$ cat src/hw/qbip_defs.vh
// Constants for the serial-flash boot image parser
`ifndef QBIP_DEFS_VH
`define QBIP_DEFS_VH

// ****************************************
// Image field byte offsets
// ****************************************
`define QBIP_OFS_KEY 12'h000
`define QBIP_OFS_SIG 12'h126
`define QBIP_OFS_ENCLEN 12'h226
`define QBIP_OFS_NONCE 12'h22A
`define QBIP_OFS_HDR1 12'h23A
`define QBIP_OFS_COMMON 12'h242
`define QBIP_OFS_VALID 12'h246
`define QBIP_OFS_ENTRY 12'h24A
`define QBIP_OFS_PLL 12'h24E
`define QBIP_OFS_FC0 12'h256
`define QBIP_OFS_FC1 12'h25A
`define QBIP_OFS_FC2 12'h25E
`define QBIP_OFS_FC3 12'h262
`define QBIP_OFS_CRC1 12'h286
`define QBIP_OFS_HDR2 12'h28A
`define QBIP_OFS_LEN 12'h28E
`define QBIP_OFS_DEST 12'h296
`define QBIP_OFS_BOOT0 12'h29E
`define QBIP_OFS_BOOT1 12'h2A2
`define QBIP_OFS_CRC2 12'h2B6
`define QBIP_OFS_PAYLOAD 12'h2BA
`define QBIP_MIC_BYTES 32'h0000_0010

// ****************************************
// Field positions and defaults
// ****************************************
`define QBIP_DIV_HI 22
`define QBIP_DIV_LO 18
`define QBIP_DIVDEF_BIT 17
`define QBIP_CLK_HI 9
`define QBIP_CLK_LO 8
`define QBIP_DMA_BIT 0
`define QBIP_REF_HI 24
`define QBIP_REF_LO 16
`define QBIP_FB_HI 15
`define QBIP_FB_LO 7
`define QBIP_PLLDEF_BIT 0
`define QBIP_OFSEN_BIT 23
`define QBIP_DIV_PLL 5'h04
`define QBIP_DIV_OTHER 5'h01
`define QBIP_CLK_DEF 2'h3
`define QBIP_REF_OSC 9'h050
`define QBIP_REF_XTAL 9'h060
`define QBIP_FB_DEF 9'h0F0
`define QBIP_CRC_INIT 16'hFFFF
`define QBIP_CRC_POLY 16'h1021

// ****************************************
// Memory ranges
// ****************************************
`define QBIP_DBUS_LO 32'h0010_0000
`define QBIP_DBUS_HI 32'h0015_7FFF
`define QBIP_SBUS_LO 32'h2000_0000
`define QBIP_SBUS_HI 32'h2001_FFFF
`define QBIP_RSV_HI 32'h2000_5657
`define QBIP_HEAP_LO 32'h2000_2658

// ****************************************
// Wishbone register map
// ****************************************
`define QBIP_REG_CTRL 8'h00
`define QBIP_REG_STATUS 8'h04
`define QBIP_REG_ENTRY 8'h08
`define QBIP_REG_LEN 8'h0C
`define QBIP_REG_DEST 8'h10
`define QBIP_REG_CLOCK 8'h14
`define QBIP_REG_PLL 8'h18
`define QBIP_REG_FOFS 8'h1C
`define QBIP_REG_ENCLEN 8'h20
`define QBIP_REG_FC0 8'h24
`define QBIP_REG_FC1 8'h28
`define QBIP_REG_FC2 8'h2C
`define QBIP_REG_BOOT0 8'h30
`define QBIP_REG_BOOT1 8'h34
`define QBIP_REG_NONCE 8'h38

`endif

$ cat src/hw/qbip_parser.v
// Boot image parser: byte stream from serial flash, decoded settings out
//
// The implementer's own choices: the register offsets and the Wishbone slave port.
`timescale 1ns/1ps
`include "qbip_defs.vh"

module qbip_parser #(
	parameter [31:0] VALID_WORD = 32'h1234_5678 // Arbitrary identity value
) (
	// Clock and reset
	input wire clk_i,
	input wire rst_i,
	// Wishbone slave
	input wire wb_cyc_i,
	input wire wb_stb_i,
	input wire wb_we_i,
	input wire [7:0] wb_adr_i,
	input wire [3:0] wb_sel_i,
	input wire [31:0] wb_dat_i,
	output reg [31:0] wb_dat_o,
	output reg wb_ack_o,
	// Flash byte stream
	output reg fl_req_o,
	output reg [31:0] fl_addr_o,
	input wire fl_valid_i,
	input wire [7:0] fl_data_i,
	input wire fl_err_i,
	// Boot context straps
	input wire usb_boot_i,
	input wire signed_opt_i,
	input wire encrypted_opt_i,
	input wire deep_sleep_wake_i,
	// Decoded results
	output reg done_o,
	output reg start_o,
	output reg [31:0] entry_function_address_o,
	output reg [4:0] flash_clock_divider_o,
	output reg [1:0] system_clock_select_o,
	output reg copy_dma_enable_o,
	output reg [8:0] pll_reference_divider_o,
	output reg [8:0] pll_feedback_divider_o,
	output reg pll_default_select_o,
	output reg [31:0] flash_base_offset_o,
	output reg [31:0] mic_address_o,
	output reg [31:0] sram_init_end_o
);

	// ****************************************
	// Input synchronisers for strap pins
	// ****************************************
	reg [3:0] strap_s1_reg; // First stage, read only by second
	reg [3:0] strap_s2_reg; // Stable strap levels
	wire usb_s = strap_s2_reg[0];
	wire sgn_s = strap_s2_reg[1];
	wire enc_s = strap_s2_reg[2];
	wire wake_s = strap_s2_reg[3];

	// Strap sampling
	// Straps are pins; the first stage may go metastable, so
	// nothing but the second stage ever reads it
	always @(posedge clk_i) begin
		if (rst_i) begin
			strap_s1_reg <= 4'h0;
			strap_s2_reg <= 4'h0;
		end else begin
			strap_s1_reg <= {deep_sleep_wake_i, encrypted_opt_i, signed_opt_i, usb_boot_i};
			strap_s2_reg <= strap_s1_reg;
		end
	end

	// ****************************************
	// Parser state
	// ****************************************
	localparam [1:0] ST_IDLE = 2'b00; // Waiting for a software kick
	localparam [1:0] ST_READ = 2'b01; // Streaming header bytes
	localparam [1:0] ST_EVAL = 2'b10; // One cycle to judge the image
	localparam [1:0] ST_DONE = 2'b11; // Verdict held; a kick here returns to idle

	reg [1:0] state_reg;
	reg [11:0] pos_reg; // Byte offset of next byte
	reg [31:0] shift_reg; // Last four bytes, little-endian assembly
	reg [15:0] crc1_reg; // Running header CRC
	reg [15:0] crc2_reg; // Running section CRC
	reg [31:0] common_setup_word_reg;
	reg [31:0] image_validity_word_reg;
	reg [31:0] entry_reg;
	reg [31:0] pll_setup_word_reg;
	reg [31:0] flash_ctrl_word0_reg;
	reg [31:0] flash_ctrl_word1_reg;
	reg [31:0] flash_ctrl_word2_reg;
	reg [31:0] flash_address_offset_word_reg;
	reg [31:0] check1_reg;
	reg [31:0] check2_reg;
	reg [31:0] payload_length_reg;
	reg [31:0] sram_destination_start_reg;
	reg [31:0] boot_setup_word0_reg;
	reg [31:0] boot_setup_word1_reg;
	reg [31:0] enc_len_reg; // Encrypted length
	reg [31:0] nonce_word_reg; // First nonce word, software view
	reg [6:0] err_reg; // Sticky error causes
	reg start_req_reg; // Software kick

	// Little-endian assembly: newest byte is most significant
	wire [31:0] word_le = {fl_data_i, shift_reg[31:8]};
	// Offset of first byte of the word that completes now
	wire [11:0] word_ofs = pos_reg - 12'h003;
	wire word_end = fl_valid_i && (pos_reg[1:0] == 2'b01);
	// Signed or encrypted images lock out the raw flash settings
	wire secured = sgn_s | enc_s;

	// ****************************************
	// CRC-16-CCITT byte step
	// ****************************************
	// Plain loop over eight bits; unrolled it is a few XOR levels
	// deep, which fits one cycle at this clock
	function [15:0] crc_step;
		input [15:0] c;
		input [7:0] d;
		integer i;
		reg [15:0] r;
		begin
			r = c ^ {d, 8'h00};
			for (i = 0; i < 8; i = i + 1) begin
				r = r[15] ? ((r << 1) ^ `QBIP_CRC_POLY) : (r << 1);
			end
			crc_step = r;
		end
	endfunction

	// Header and section byte windows, check fields excluded
	wire in_hdr1 = (pos_reg >= `QBIP_OFS_HDR1) && (pos_reg < `QBIP_OFS_CRC1);
	wire in_hdr2 = (pos_reg >= `QBIP_OFS_HDR2) && (pos_reg < `QBIP_OFS_CRC2);

	// Destination range check
	// Cache SRAM destinations are not accepted here
	wire [31:0] dst = sram_destination_start_reg;
	wire [31:0] dst_end = dst + payload_length_reg - 32'h0000_0001;
	wire in_dbus = (dst >= `QBIP_DBUS_LO) && (dst_end <= `QBIP_DBUS_HI);
	wire in_sbus = (dst >= `QBIP_SBUS_LO) && (dst_end <= `QBIP_SBUS_HI);
	// Loader region may not take code; destination must clear its top
	wire hits_rsv = in_sbus && (dst <= `QBIP_RSV_HI);
	wire range_ok = in_dbus || (in_sbus && !hits_rsv);

	// Evaluation terms
	wire valid_bad = (image_validity_word_reg != VALID_WORD);
	wire crc1_bad = (check1_reg != {16'h0000, crc1_reg});
	wire crc2_bad = (check2_reg != {16'h0000, crc2_reg});
	wire enc_len_bad = enc_s && !usb_s && (enc_len_reg == 32'h0000_0000);

	// Parser sequencing
	always @(posedge clk_i) begin
		if (rst_i) begin
			// Words with an all-ones default reset to all ones, so a first parse after
			// reset that aborts before they arrive leaves the default settings on the outputs
			state_reg <= ST_IDLE;
			pos_reg <= 12'h000;
			shift_reg <= 32'h0000_0000;
			crc1_reg <= `QBIP_CRC_INIT;
			crc2_reg <= `QBIP_CRC_INIT;
			common_setup_word_reg <= 32'hFFFF_FFFF;
			image_validity_word_reg <= 32'h0000_0000;
			entry_reg <= 32'h0000_0000;
			pll_setup_word_reg <= 32'hFFFF_FFFF;
			flash_ctrl_word0_reg <= 32'hFFFF_FFFF;
			flash_ctrl_word1_reg <= 32'h0000_0000;
			flash_ctrl_word2_reg <= 32'h0000_0000;
			flash_address_offset_word_reg <= 32'h0000_0000;
			check1_reg <= 32'h0000_0000;
			check2_reg <= 32'h0000_0000;
			payload_length_reg <= 32'h0000_0000;
			sram_destination_start_reg <= 32'h0000_0000;
			boot_setup_word0_reg <= 32'hFFFF_FFFF;
			boot_setup_word1_reg <= 32'hFFFF_FFFF;
			enc_len_reg <= 32'h0000_0000;
			nonce_word_reg <= 32'h0000_0000;
			err_reg <= 7'h00;
			fl_req_o <= 1'b0;
			fl_addr_o <= 32'h0000_0000;
			done_o <= 1'b0;
			start_o <= 1'b0;
		end else begin
			case (state_reg)
			ST_IDLE: begin
				// Wait for software kick, then stream from offset zero
				// Error flags clear only here, so they stay readable after a failure
				if (start_req_reg) begin
					state_reg <= ST_READ;
					pos_reg <= `QBIP_OFS_KEY;
					crc1_reg <= `QBIP_CRC_INIT;
					crc2_reg <= `QBIP_CRC_INIT;
					err_reg <= 7'h00;
					done_o <= 1'b0;
					start_o <= 1'b0;
					fl_req_o <= 1'b1;
					fl_addr_o <= 32'h0000_0000;
				end
			end
			ST_READ: begin
				if (fl_err_i) begin
					// Flash unreachable: stop, never start payload
					err_reg[0] <= 1'b1;
					fl_req_o <= 1'b0;
					state_reg <= ST_DONE;
				end else if (fl_valid_i) begin
					shift_reg <= word_le;
					pos_reg <= pos_reg + 12'h001;
					fl_addr_o <= fl_addr_o + 32'h0000_0001;
					// Key and signature bytes pass to the crypto engine
					// untouched; only counted here.
					if (in_hdr1) begin
						crc1_reg <= crc_step(crc1_reg, fl_data_i);
					end
					if (in_hdr2) begin
						crc2_reg <= crc_step(crc2_reg, fl_data_i);
					end
					// A word completes on its fourth byte; fields after the key start at 2 mod 4,
					// so the last byte of every field sits at 1 mod 4
					if (word_end) begin
						case (word_ofs)
						`QBIP_OFS_ENCLEN: enc_len_reg <= word_le;
						`QBIP_OFS_NONCE: nonce_word_reg <= word_le;
						`QBIP_OFS_COMMON: common_setup_word_reg <= word_le;
						`QBIP_OFS_VALID: image_validity_word_reg <= word_le;
						`QBIP_OFS_ENTRY: entry_reg <= word_le;
						`QBIP_OFS_PLL: pll_setup_word_reg <= word_le;
						`QBIP_OFS_FC0: flash_ctrl_word0_reg <= word_le;
						`QBIP_OFS_FC1: flash_ctrl_word1_reg <= word_le;
						`QBIP_OFS_FC2: flash_ctrl_word2_reg <= word_le;
						`QBIP_OFS_FC3: flash_address_offset_word_reg <= word_le;
						`QBIP_OFS_CRC1: check1_reg <= word_le;
						`QBIP_OFS_LEN: payload_length_reg <= word_le;
						`QBIP_OFS_DEST: sram_destination_start_reg <= word_le;
						`QBIP_OFS_BOOT0: boot_setup_word0_reg <= word_le;
						`QBIP_OFS_BOOT1: boot_setup_word1_reg <= word_le;
						`QBIP_OFS_CRC2: begin
							check2_reg <= word_le;
							fl_req_o <= 1'b0; // Header done; payload is copied elsewhere
							state_reg <= ST_EVAL;
						end
						default: begin
						end
						endcase
					end
				end
			end
			ST_EVAL: begin
				// Each failure cause gets its own flag
				err_reg[1] <= valid_bad;
				err_reg[2] <= crc1_bad;
				err_reg[3] <= crc2_bad;
				err_reg[4] <= enc_len_bad;
				err_reg[5] <= !range_ok;
				// Length zero is information only: an empty payload copies
				// nothing, so it does not hold back the start
				err_reg[6] <= (payload_length_reg == 32'h0000_0000);
				start_o <= !(valid_bad | crc1_bad | crc2_bad | enc_len_bad | !range_ok);
				done_o <= 1'b1;
				state_reg <= ST_DONE;
			end
			ST_DONE: begin
				done_o <= 1'b1;
				// A new kick returns to idle; a further kick reparses the image
				// Trade-off: a kick here only rearms; a second one is needed,
				// so a single stray write cannot restart a parse
				if (start_req_reg) begin
					state_reg <= ST_IDLE;
				end
			end
			default: begin
				state_reg <= ST_IDLE;
			end
			endcase
		end
	end

	// ****************************************
	// Decoded configuration outputs
	// ****************************************
	wire [1:0] clk_sel = common_setup_word_reg[`QBIP_CLK_HI:`QBIP_CLK_LO];
	wire pll_src = !clk_sel[1];
	wire ref_osc = (clk_sel == 2'b01) || (clk_sel == 2'b11);
	// Flash controller words 0 and 1 only honoured on plain flash boot; word 2 on any unsecured boot
	wire fc_ok = !secured && !usb_s;
	wire fc2_ok = !secured;
	wire ofs_en = fc_ok && flash_ctrl_word0_reg[`QBIP_OFSEN_BIT];

	// Registered decode of the latched words
	// Outputs follow the latched words every cycle; before the first
	// parse they show the defaults carried by the reset words
	always @(posedge clk_i) begin
		if (rst_i) begin
			entry_function_address_o <= 32'h0000_0000;
			flash_clock_divider_o <= `QBIP_DIV_OTHER;
			system_clock_select_o <= `QBIP_CLK_DEF;
			copy_dma_enable_o <= 1'b1;
			pll_reference_divider_o <= `QBIP_REF_OSC;
			pll_feedback_divider_o <= `QBIP_FB_DEF;
			pll_default_select_o <= 1'b1;
			flash_base_offset_o <= 32'h0000_0000;
			mic_address_o <= 32'h0000_0000;
			sram_init_end_o <= `QBIP_RSV_HI;
		end else begin
			entry_function_address_o <= entry_reg;
			system_clock_select_o <= clk_sel;
			if (common_setup_word_reg[`QBIP_DIVDEF_BIT]) begin
				flash_clock_divider_o <= pll_src ? `QBIP_DIV_PLL : `QBIP_DIV_OTHER;
			end else begin
				flash_clock_divider_o <= common_setup_word_reg[`QBIP_DIV_HI:`QBIP_DIV_LO];
			end
			// Secured or USB images always copy with DMA default
			copy_dma_enable_o <= fc_ok ? common_setup_word_reg[`QBIP_DMA_BIT] : 1'b1;
			pll_default_select_o <= pll_setup_word_reg[`QBIP_PLLDEF_BIT];
			if (pll_setup_word_reg[`QBIP_PLLDEF_BIT]) begin
				pll_reference_divider_o <= ref_osc ? `QBIP_REF_OSC : `QBIP_REF_XTAL;
				pll_feedback_divider_o <= `QBIP_FB_DEF;
			end else begin
				pll_reference_divider_o <= pll_setup_word_reg[`QBIP_REF_HI:`QBIP_REF_LO];
				pll_feedback_divider_o <= pll_setup_word_reg[`QBIP_FB_HI:`QBIP_FB_LO];
			end
			flash_base_offset_o <= ofs_en ? flash_address_offset_word_reg : 32'h0000_0000;
			// MIC sits right after the payload
			mic_address_o <= {20'h0_0000, `QBIP_OFS_PAYLOAD} + payload_length_reg;
			// Wake from deep sleep keeps the heap area untouched
			sram_init_end_o <= wake_s ? (`QBIP_HEAP_LO - 32'h0000_0001) : `QBIP_RSV_HI;
		end
	end

	// ****************************************
	// Wishbone slave, one registered ack a cycle after the request
	// ****************************************
	// Ack is registered and masks its own request, so each cycle gets
	// exactly one ack and the next request can follow with no idle cycle in between
	wire wb_hit = wb_cyc_i && wb_stb_i && !wb_ack_o;

	// Ack and write side
	always @(posedge clk_i) begin
		if (rst_i) begin
			wb_ack_o <= 1'b0;
			start_req_reg <= 1'b0;
		end else begin
			wb_ack_o <= wb_hit;
			// Kick is a self-clearing pulse
			start_req_reg <= wb_hit && wb_we_i && wb_sel_i[0] &&
				(wb_adr_i == `QBIP_REG_CTRL) && wb_dat_i[0];
		end
	end

	// Read mux; unmapped reads return zero; USB hides non-header fields
	// Reads never disturb parser state; only CTRL has a side effect
	always @(posedge clk_i) begin
		if (rst_i) begin
			wb_dat_o <= 32'h0000_0000;
		end else if (wb_hit && !wb_we_i) begin
			case (wb_adr_i)
			`QBIP_REG_STATUS: wb_dat_o <= {16'h0000, 1'b0, err_reg, 6'h00, start_o, done_o};
			`QBIP_REG_ENTRY: wb_dat_o <= entry_function_address_o;
			`QBIP_REG_LEN: wb_dat_o <= payload_length_reg;
			`QBIP_REG_DEST: wb_dat_o <= sram_destination_start_reg;
			`QBIP_REG_CLOCK: wb_dat_o <= common_setup_word_reg;
			`QBIP_REG_PLL: wb_dat_o <= pll_setup_word_reg;
			`QBIP_REG_FOFS: wb_dat_o <= flash_base_offset_o;
			`QBIP_REG_ENCLEN: wb_dat_o <= usb_s ? 32'h0000_0000 : enc_len_reg;
			`QBIP_REG_FC0: wb_dat_o <= fc_ok ? flash_ctrl_word0_reg : 32'h0000_0000;
			`QBIP_REG_FC1: wb_dat_o <= fc_ok ? flash_ctrl_word1_reg : 32'h0000_0000;
			`QBIP_REG_FC2: wb_dat_o <= fc2_ok ? flash_ctrl_word2_reg : 32'h0000_0000;
			`QBIP_REG_BOOT0: wb_dat_o <= boot_setup_word0_reg;
			`QBIP_REG_BOOT1: wb_dat_o <= boot_setup_word1_reg;
			`QBIP_REG_NONCE: wb_dat_o <= usb_s ? 32'h0000_0000 : nonce_word_reg;
			default: wb_dat_o <= 32'h0000_0000;
			endcase
		end
	end

endmodule // qbip_parser

$ cat config.mk
export PLATFORM = sky130hd
export DESIGN_NAME = qbip_parser
export DESIGN_NICKNAME = d
export VERILOG_FILES = /design/src/hw/qbip_parser.v
export VERILOG_INCLUDE_DIRS = /design/src /design/src/hw
export SDC_FILE = /design/constraint.sdc
export NUM_CORES = 2
export LEC_CHECK = 0
export ABC_AREA = 1
export BUFFER_PORTS_ARGS = -buffer_cell sky130_fd_sc_hd__buf_2
export CAP_MARGIN = 15
export CELL_PAD_IN_SITES_DETAIL_PLACEMENT = 1
export CELL_PAD_IN_SITES_GLOBAL_PLACEMENT = 2
export CORE_ASPECT_RATIO = 0.7
export CORE_MARGIN = 2
export CORE_UTILIZATION = 33
export CTS_BUF_LIST = sky130_fd_sc_hd__clkbuf_4 sky130_fd_sc_hd__clkbuf_8
export DETAILED_ROUTE_END_ITERATION = 16
export PLACE_DENSITY_LB_ADDON = 0.1
export SLEW_MARGIN = 20
export SYNTH_ARGS = -nofsm -noshare
export SYNTH_HDL_FRONTEND = slang
export SYNTH_SLANG_ARGS = --single-unit
$ cat constraint.sdc
create_clock -name clk_i -period 2.32 [get_ports clk_i]
set_input_delay 0.348 -clock clk_i [delete_from_list [all_inputs] [get_ports clk_i]]
set_output_delay 0.348 -clock clk_i [all_outputs]
set_load 0.02 [all_outputs]
## Word-level counts from Yosys, hierarchy flattened

Index checks and enable logic that the tools add are counted.

| storage, ports and cells | value |
|---|---|
| bits in registers | 829 |
| bits of input ports | 63 |
| output and inout port bits | 223 |

| operators by class | value |
|---|---|
| add/subtract/negate cells | 6 |
| magnitude comparators | 9 |
| equal/unequal tests | 49 |
| mux-type cells | 64 |
| bitwise logic cells | 26 |
| reduce and logical (&&, ||, !) cells | 63 |

Operator list:

| kind | number |
|---|---|
| $pmux 32 s14 | 1 |
| $mux 32 | 8 |
| $mux 13 | 16 |
| $eq 12x10->1 const B | 16 |
| $mux 16 | 7 |
| $reduce_and 5->1 | 20 |
| $le 32x30->1 const B | 2 |
| $logic_not 32->1 | 2 |
| $ne 32x16->1 | 2 |
| $pmux 16 s2 | 2 |
| $pmux 32 s2 | 1 |
| $eq 8x6->1 const B | 7 |
| $not 3->3 | 16 |
| $mux 12 | 3 |
| $add 10x32->32 const A | 1 |
| $add 32x1->32 const B | 1 |
| $add 32x32->32 | 1 |
| $eq 8x5->1 const B | 4 |
| $ge 32x21->1 const B | 1 |
| $ge 32x30->1 const B | 1 |
| $le 32x21->1 const B | 1 |
| $ne 32x29->1 const B | 1 |
| $sub 32x1->32 const B | 1 |
| $xor 16x16->16 | 2 |
| other kinds (35) | 100 |

## Depth between registers and ports, before layout

| depth | value |
|---|---|
| word-level depth | 21 |
| depth in mapped cells | 25 |
| mapped depth without buffers | 25 |

## Worst setup path before layout

Ideal clock, no wire load.

| path | value |
|---|---|
| kind | reg-to-reg |
| start point | register payload_length_reg[1] |
| end point | register start_o |
| setup time | 132 ps |
| arrival | 2402 ps |
| required time | 2188 ps |
| slack | -214 ps |
| stages on the path, launching flop included | 25 |
| period minus slack after synthesis | 2534 ps |
| cell sequence | dfxtp_1 > inv_1 > ha_1 > inv_1 > ha_1 > inv_1 > fa_1 > inv_1 > nand2_1 > nand2_1 > nand3_1 > nand2_1 > nand2_1 > nand2_1 > nand2_1 > nand2_1 > nand2_1 > nor2_1 > nand3_1 > nand2_1 > inv_1 > nand2_1 > nand2_1 > nand2_1 > a21oi_1 |

| on the way | value |
|---|---|
| word-level cells in the longest chain between the ends | 12 |

Ends and longest elaborated chain:

| item | line | RTL |
|---|---|---|
| start: declaration | qbip_parser.v:94 | `reg [31:0] payload_length_reg;` |
| start signal: assignment | qbip_parser.v:231 | `` `QBIP_OFS_LEN: payload_length_reg <= word_le; `` |
| $add 32x32->32 * | qbip_parser.v:137 | `wire [31:0] dst_end = dst + payload_length_reg - 32'h0000_0001;` |
| $sub 32x1->32 * | qbip_parser.v:137 |  |
| $le 32x30->1 (no line) | n/a |  |
| $logic_and 1x1->1 | qbip_parser.v:139 | `` wire in_sbus = (dst >= `QBIP_SBUS_LO) && (dst_end <= `QBIP_SBUS_HI); `` |
| $logic_and 1x1->1 | qbip_parser.v:141 | `` wire hits_rsv = in_sbus && (dst <= `QBIP_RSV_HI); `` |
| $logic_not 1->1 | qbip_parser.v:142 | `wire range_ok = in_dbus \|\| (in_sbus && !hits_rsv);` |
| $logic_and 1x1->1 | qbip_parser.v:142 |  |
| $logic_or 1x1->1 * | qbip_parser.v:142 |  |
| $logic_not 1->1 * | qbip_parser.v:256 | `start_o <= !(valid_bad \| crc1_bad \| crc2_bad \| enc_len_bad \| !range_ok);` |
| $or 1x1->1 * | qbip_parser.v:256 |  |
| $logic_not 1->1 * | qbip_parser.v:256 |  |
| $pmux 1 s2 * | qbip_parser.v:182 | `case (state_reg)` |
| end signal: assignment | qbip_parser.v:256 |  |
| end: declaration | qbip_parser.v:35 | `output reg start_o,` |

Every way passes the cells marked *; elsewhere a longest branch is shown, timed or not.
A chain may end at the register's enable or synchronous reset.

## Final worst setup path

| path | value |
|---|---|
| start point | register payload_length_reg[14] |
| end point | register start_o |

Same word-level chain as after synthesis.

==> flow_metrics.env <==
export IMPL_final_hold_viol_count=0
export IMPL_path_buf_inv=5
export IMPL_slowest_stage="dfxtp_1"
export IMPL_maxCapViolations=0
export IMPL_synth_area_leader_cell="dfxtp_1"
export IMPL_synthCells=4542
export IMPL_setup_viol_count_final=545
export IMPL_ir_drop_uv=576.2
export IMPL_switchingPower_uw=8555
export IMPL_area_growth_pct=47.73
export IMPL_clk_pin_slew_worst_paths_ns=0.06
export IMPL_synthMuxAreaShare_pct=0
export IMPL_cts_buffers=138
export IMPL_slew_headroom_pct=31.74
export IMPL_synth_simple_area_share_pct=17.54
export IMPL_dieArea_um2=109500
export IMPL_clockBufferDepth=3
export IMPL_drive_gt1_share_pct=37.87
export IMPL_clock_sinks=791
export IMPL_drc=0
export IMPL_crit_path_start_kind="flip-flop"
export IMPL_p_comb_share_pct=8.6
export IMPL_wl_met1_um=89120
export IMPL_start_util_pct=33.23
export IMPL_netlist_top_cells_area="dfxtp_1 45%, nand2_1 8.3%, a21oi_1 6.8%, o21ai_0 5.9%, inv_1 5.8%"
export IMPL_final_cell_mix="762 x dfxtp_1, 610 x nand2_1, 571 x buf_4, 492 x inv_1, 386 x a21oi_1"
export IMPL_final_common_cell="dfxtp_1"
export IMPL_syn_area_um2=35260
export IMPL_antenna_found_initial=6
export IMPL_crit_path_cell_trace="inv_1 -> ha_1 -> inv_2 -> ha_4 -> nand2_2 -> inv_2 -> nand2_1 -> nand2_2 -> nand2_2 -> nand2_2 -> buf_4 -> inv_1 -> nand2_1 -> nand2_1 -> nand2_2 -> nand3_2 -> nor2_1 -> nand3_1 -> nand2_1 -> nand2_1 -> nand2_1 -> nand2_1 -> a21oi_1"
export IMPL_die_w_um=394.7
export IMPL_core_area_um2=106100
export IMPL_endpoint_kind="flip-flop"
export IMPL_wl_met3_um=14130
export IMPL_synth_cell_types=72
export IMPL_synth_top_area_share_pct=44.91
export IMPL_synth_fa_ha_area_share_pct=2.541
export IMPL_dp_final_hpwl_um=116300
export IMPL_hold_depth=7
export IMPL_synth_xor_area_share_pct=1.444
export IMPL_tritoncts="yes"
export IMPL_rr_worst_depth=23
export IMPL_cp_common_cell="nand2_1"
export IMPL_path_max_fanout=3
export IMPL_cp_arrival_ns=3.50
export IMPL_tightest_slew_ns=1.023
export IMPL_internal_power_uw=22550
export IMPL_hp_start="fl_err_i"
export IMPL_nFillCells=12420
export IMPL_seq_power_share_pct=44.5
export IMPL_overflow=0
export IMPL_regToRegEndpoint="start_o"
export IMPL_ys_seq_area_share_pct=44.91
export IMPL_finClkSkew_ns=0.03385
export IMPL_synth_seq_cells=791
export IMPL_wire_per_inst_um=26.39
export IMPL_ys_flop_type="dfxtp_1"
export IMPL_synth_top_family_by_area="compound AO/OA/AOI/OAI gates"
export IMPL_vias_per_cell=5.388
export IMPL_grt_pass1_wl_um=243800
export IMPL_routed_top_layer="met4"
export IMPL_drt_iter0_markers=3091
export IMPL_io_pins=286
export IMPL_p_clk_share_pct=46.8
export IMPL_ant_nets=0
export IMPL_final_nets=5572
export IMPL_power_density_nw_per_um2=597.2
export IMPL_cp_top_family="simple AND/OR/NAND/NOR gates"
export IMPL_p_leak_uw=0.02288
export IMPL_clk_latency_ns=0.88
export IMPL_dp_worst_setup_slack_ns=-0.6728
export IMPL_async_flop_share_pct=0
export IMPL_gp_congestion=0.9009
export IMPL_reg2reg_from="payload_length_reg[14]"
export IMPL_worstPathRequired_ns=3.11
export IMPL_power_share_switching_pct=27.50
export IMPL_syn_avg_cell_area_um2=7.763
export IMPL_finalMaxSlewViolations=0
export IMPL_num_rows=100
export IMPL_tns_ns=-114.23
export IMPL_violations="setup timing"
export IMPL_drt_first_pass_iters=5
export IMPL_cpPeakStageDelay_ns=0.34
export IMPL_min_to="err_reg[0]"
export IMPL_worstHoldPathType="in2reg"
export IMPL_synth_edf_count=0
export IMPL_synth_compound_area_share_pct=23.17
export IMPL_path_class="reg2reg"
export IMPL_grt_pass1_vias=35690
export IMPL_fin_ws_ns=-0.3920
export IMPL_vias=37620
export IMPL_ys_warn_count=0
export IMPL_r2r_slack_ns=-0.39
export IMPL_grt_setup_unrepaired="true"
export IMPL_post_route_period_util_pct=116.9
export IMPL_die_y_um=277.5
export IMPL_wirelength_um=184300
export IMPL_wl_met2_um=76350
export IMPL_fin_crit_ns=2.712
export IMPL_io_buffers=222
export IMPL_outcome="complete, but fails checks"
export IMPL_cts_root_buf="clkbuf_8"
export IMPL_fmax_mhz=368.7
export IMPL_grt_max_degree=78
export IMPL_grt_usage_pct=29.79
export IMPL_htreeDepth=4
==> cell type report <==
class | count | area, um2 | share of cell area (%)
clock buffers | 222 | 2768 | 5.313
repair buffers | 1036 | 9980 | 19.16
clock inverters | 30 | 304.0 | 0.5837
inverters | 575 | 2232 | 4.285
well taps | 1428 | 1787 | 3.430
multi-input cells | 2896 | 19130 | 36.73
flip-flops and latches | 791 | 15880 | 30.48
diodes | 4 | 10.01 | 0.01922
==> worst max path at each step <==
stage / endpoint / startpoint / cells after the start
after floorplan: start_o / payload_length_reg[16] / 21
after global placement: start_o / payload_length_reg[7] / 21
after detailed placement: start_o / payload_length_reg[7] / 21
after CTS: start_o / payload_length_reg[20] / 23
after global routing: start_o / dst[21] / 21
final: start_o / payload_length_reg[14] / 23
==> per-layer routing <==
layer,global-route usage [%],vias up
li1,-,17120
met1,44.67,18820
met2,44.35,1414
met3,3.689,268
met4,8.505,0
met5,0,-
==> per-stage QoR <==
stage	hold WS (ns)	instance area, um2	total power [uW]	util [%]	cells
finish	0.09041	52090	31110	49.09	6982
global route	0.08152	52080	32100	49.09	6979
CTS	0.005688	48820	31060	46.02	6890
detailed placement	0.3933	42120	16400	39.69	6499
global placement	0.3835	42120	16380	39.69	6499
floorplan	0.3712	35530	15200	-	4569
==> power by group through the flow <==
stage | registers [uW] | logic [uW] | clock network, uW
global placement | 14100 | 2260 | 0
CTS | 13800 | 2450 | 14800
floorplan | 14100 | 1110 | 0
finish | 13900 | 2680 | 14600
global route | 13900 | 2830 | 15400
detailed placement | 14100 | 2270 | 0
==> synthesized netlist by cell type (9+ instances only) <==
cell and count:
dfxtp_1 791, nand2_1 776, inv_1 546, a21oi_1 482, o21ai_0 416, nor2_1 305
clkbuf_1 179, o211ai_1 148, nand3_1 112, ha_1 70, buf_2 69, nand4_1 66
a221oi_1 52, xnor2_1 43, a211oi_2 41, buf_4 41, nor3_1 40, o211ai_2 32
nor4_1 29, o21ai_1 26, a211oi_1 25, or2_2 23, o22ai_1 21, inv_2 20
a32o_1 15, o2111ai_1 15, buf_6 12, xor2_1 12, o221ai_1 10, clkinv_1 9
o21a_1 9
==> logic make-up (layout without fill, tap and decap cells) <==
kind of cell | Yosys count | count (layout)
buffers and inverters | 882 | 1863
AND/OR/NAND/NOR | 1410 | 1410
flip-flops | 791 | 791
XOR/XNOR | 56 | 56
other | 2 | 33
adder cells (fa/ha/maj) | 71 | 71
AO/OA/AOI/OAI | 1330 | 1330
==> worst min-delay path: cells and delay by family <==
kind / cells / cell delay [ns]
AOI/OAI and AO/OA: 1 / 0.05
and+or+nand+nor: 3 / 0.15
buffers and inverters: 3 / 0.33
==> timing repair <==
item | CTS | global route
pin swaps | 117 | 142
gates resized for setup | 550 | 622
hold buffers | 13 | 0
hold endpoints to repair | 19 | 0
cloned | 34 | 50
setup endpoints to repair | 529 | 587
setup buffers | 96 | 62
Power figures use the tool's default switching activity.
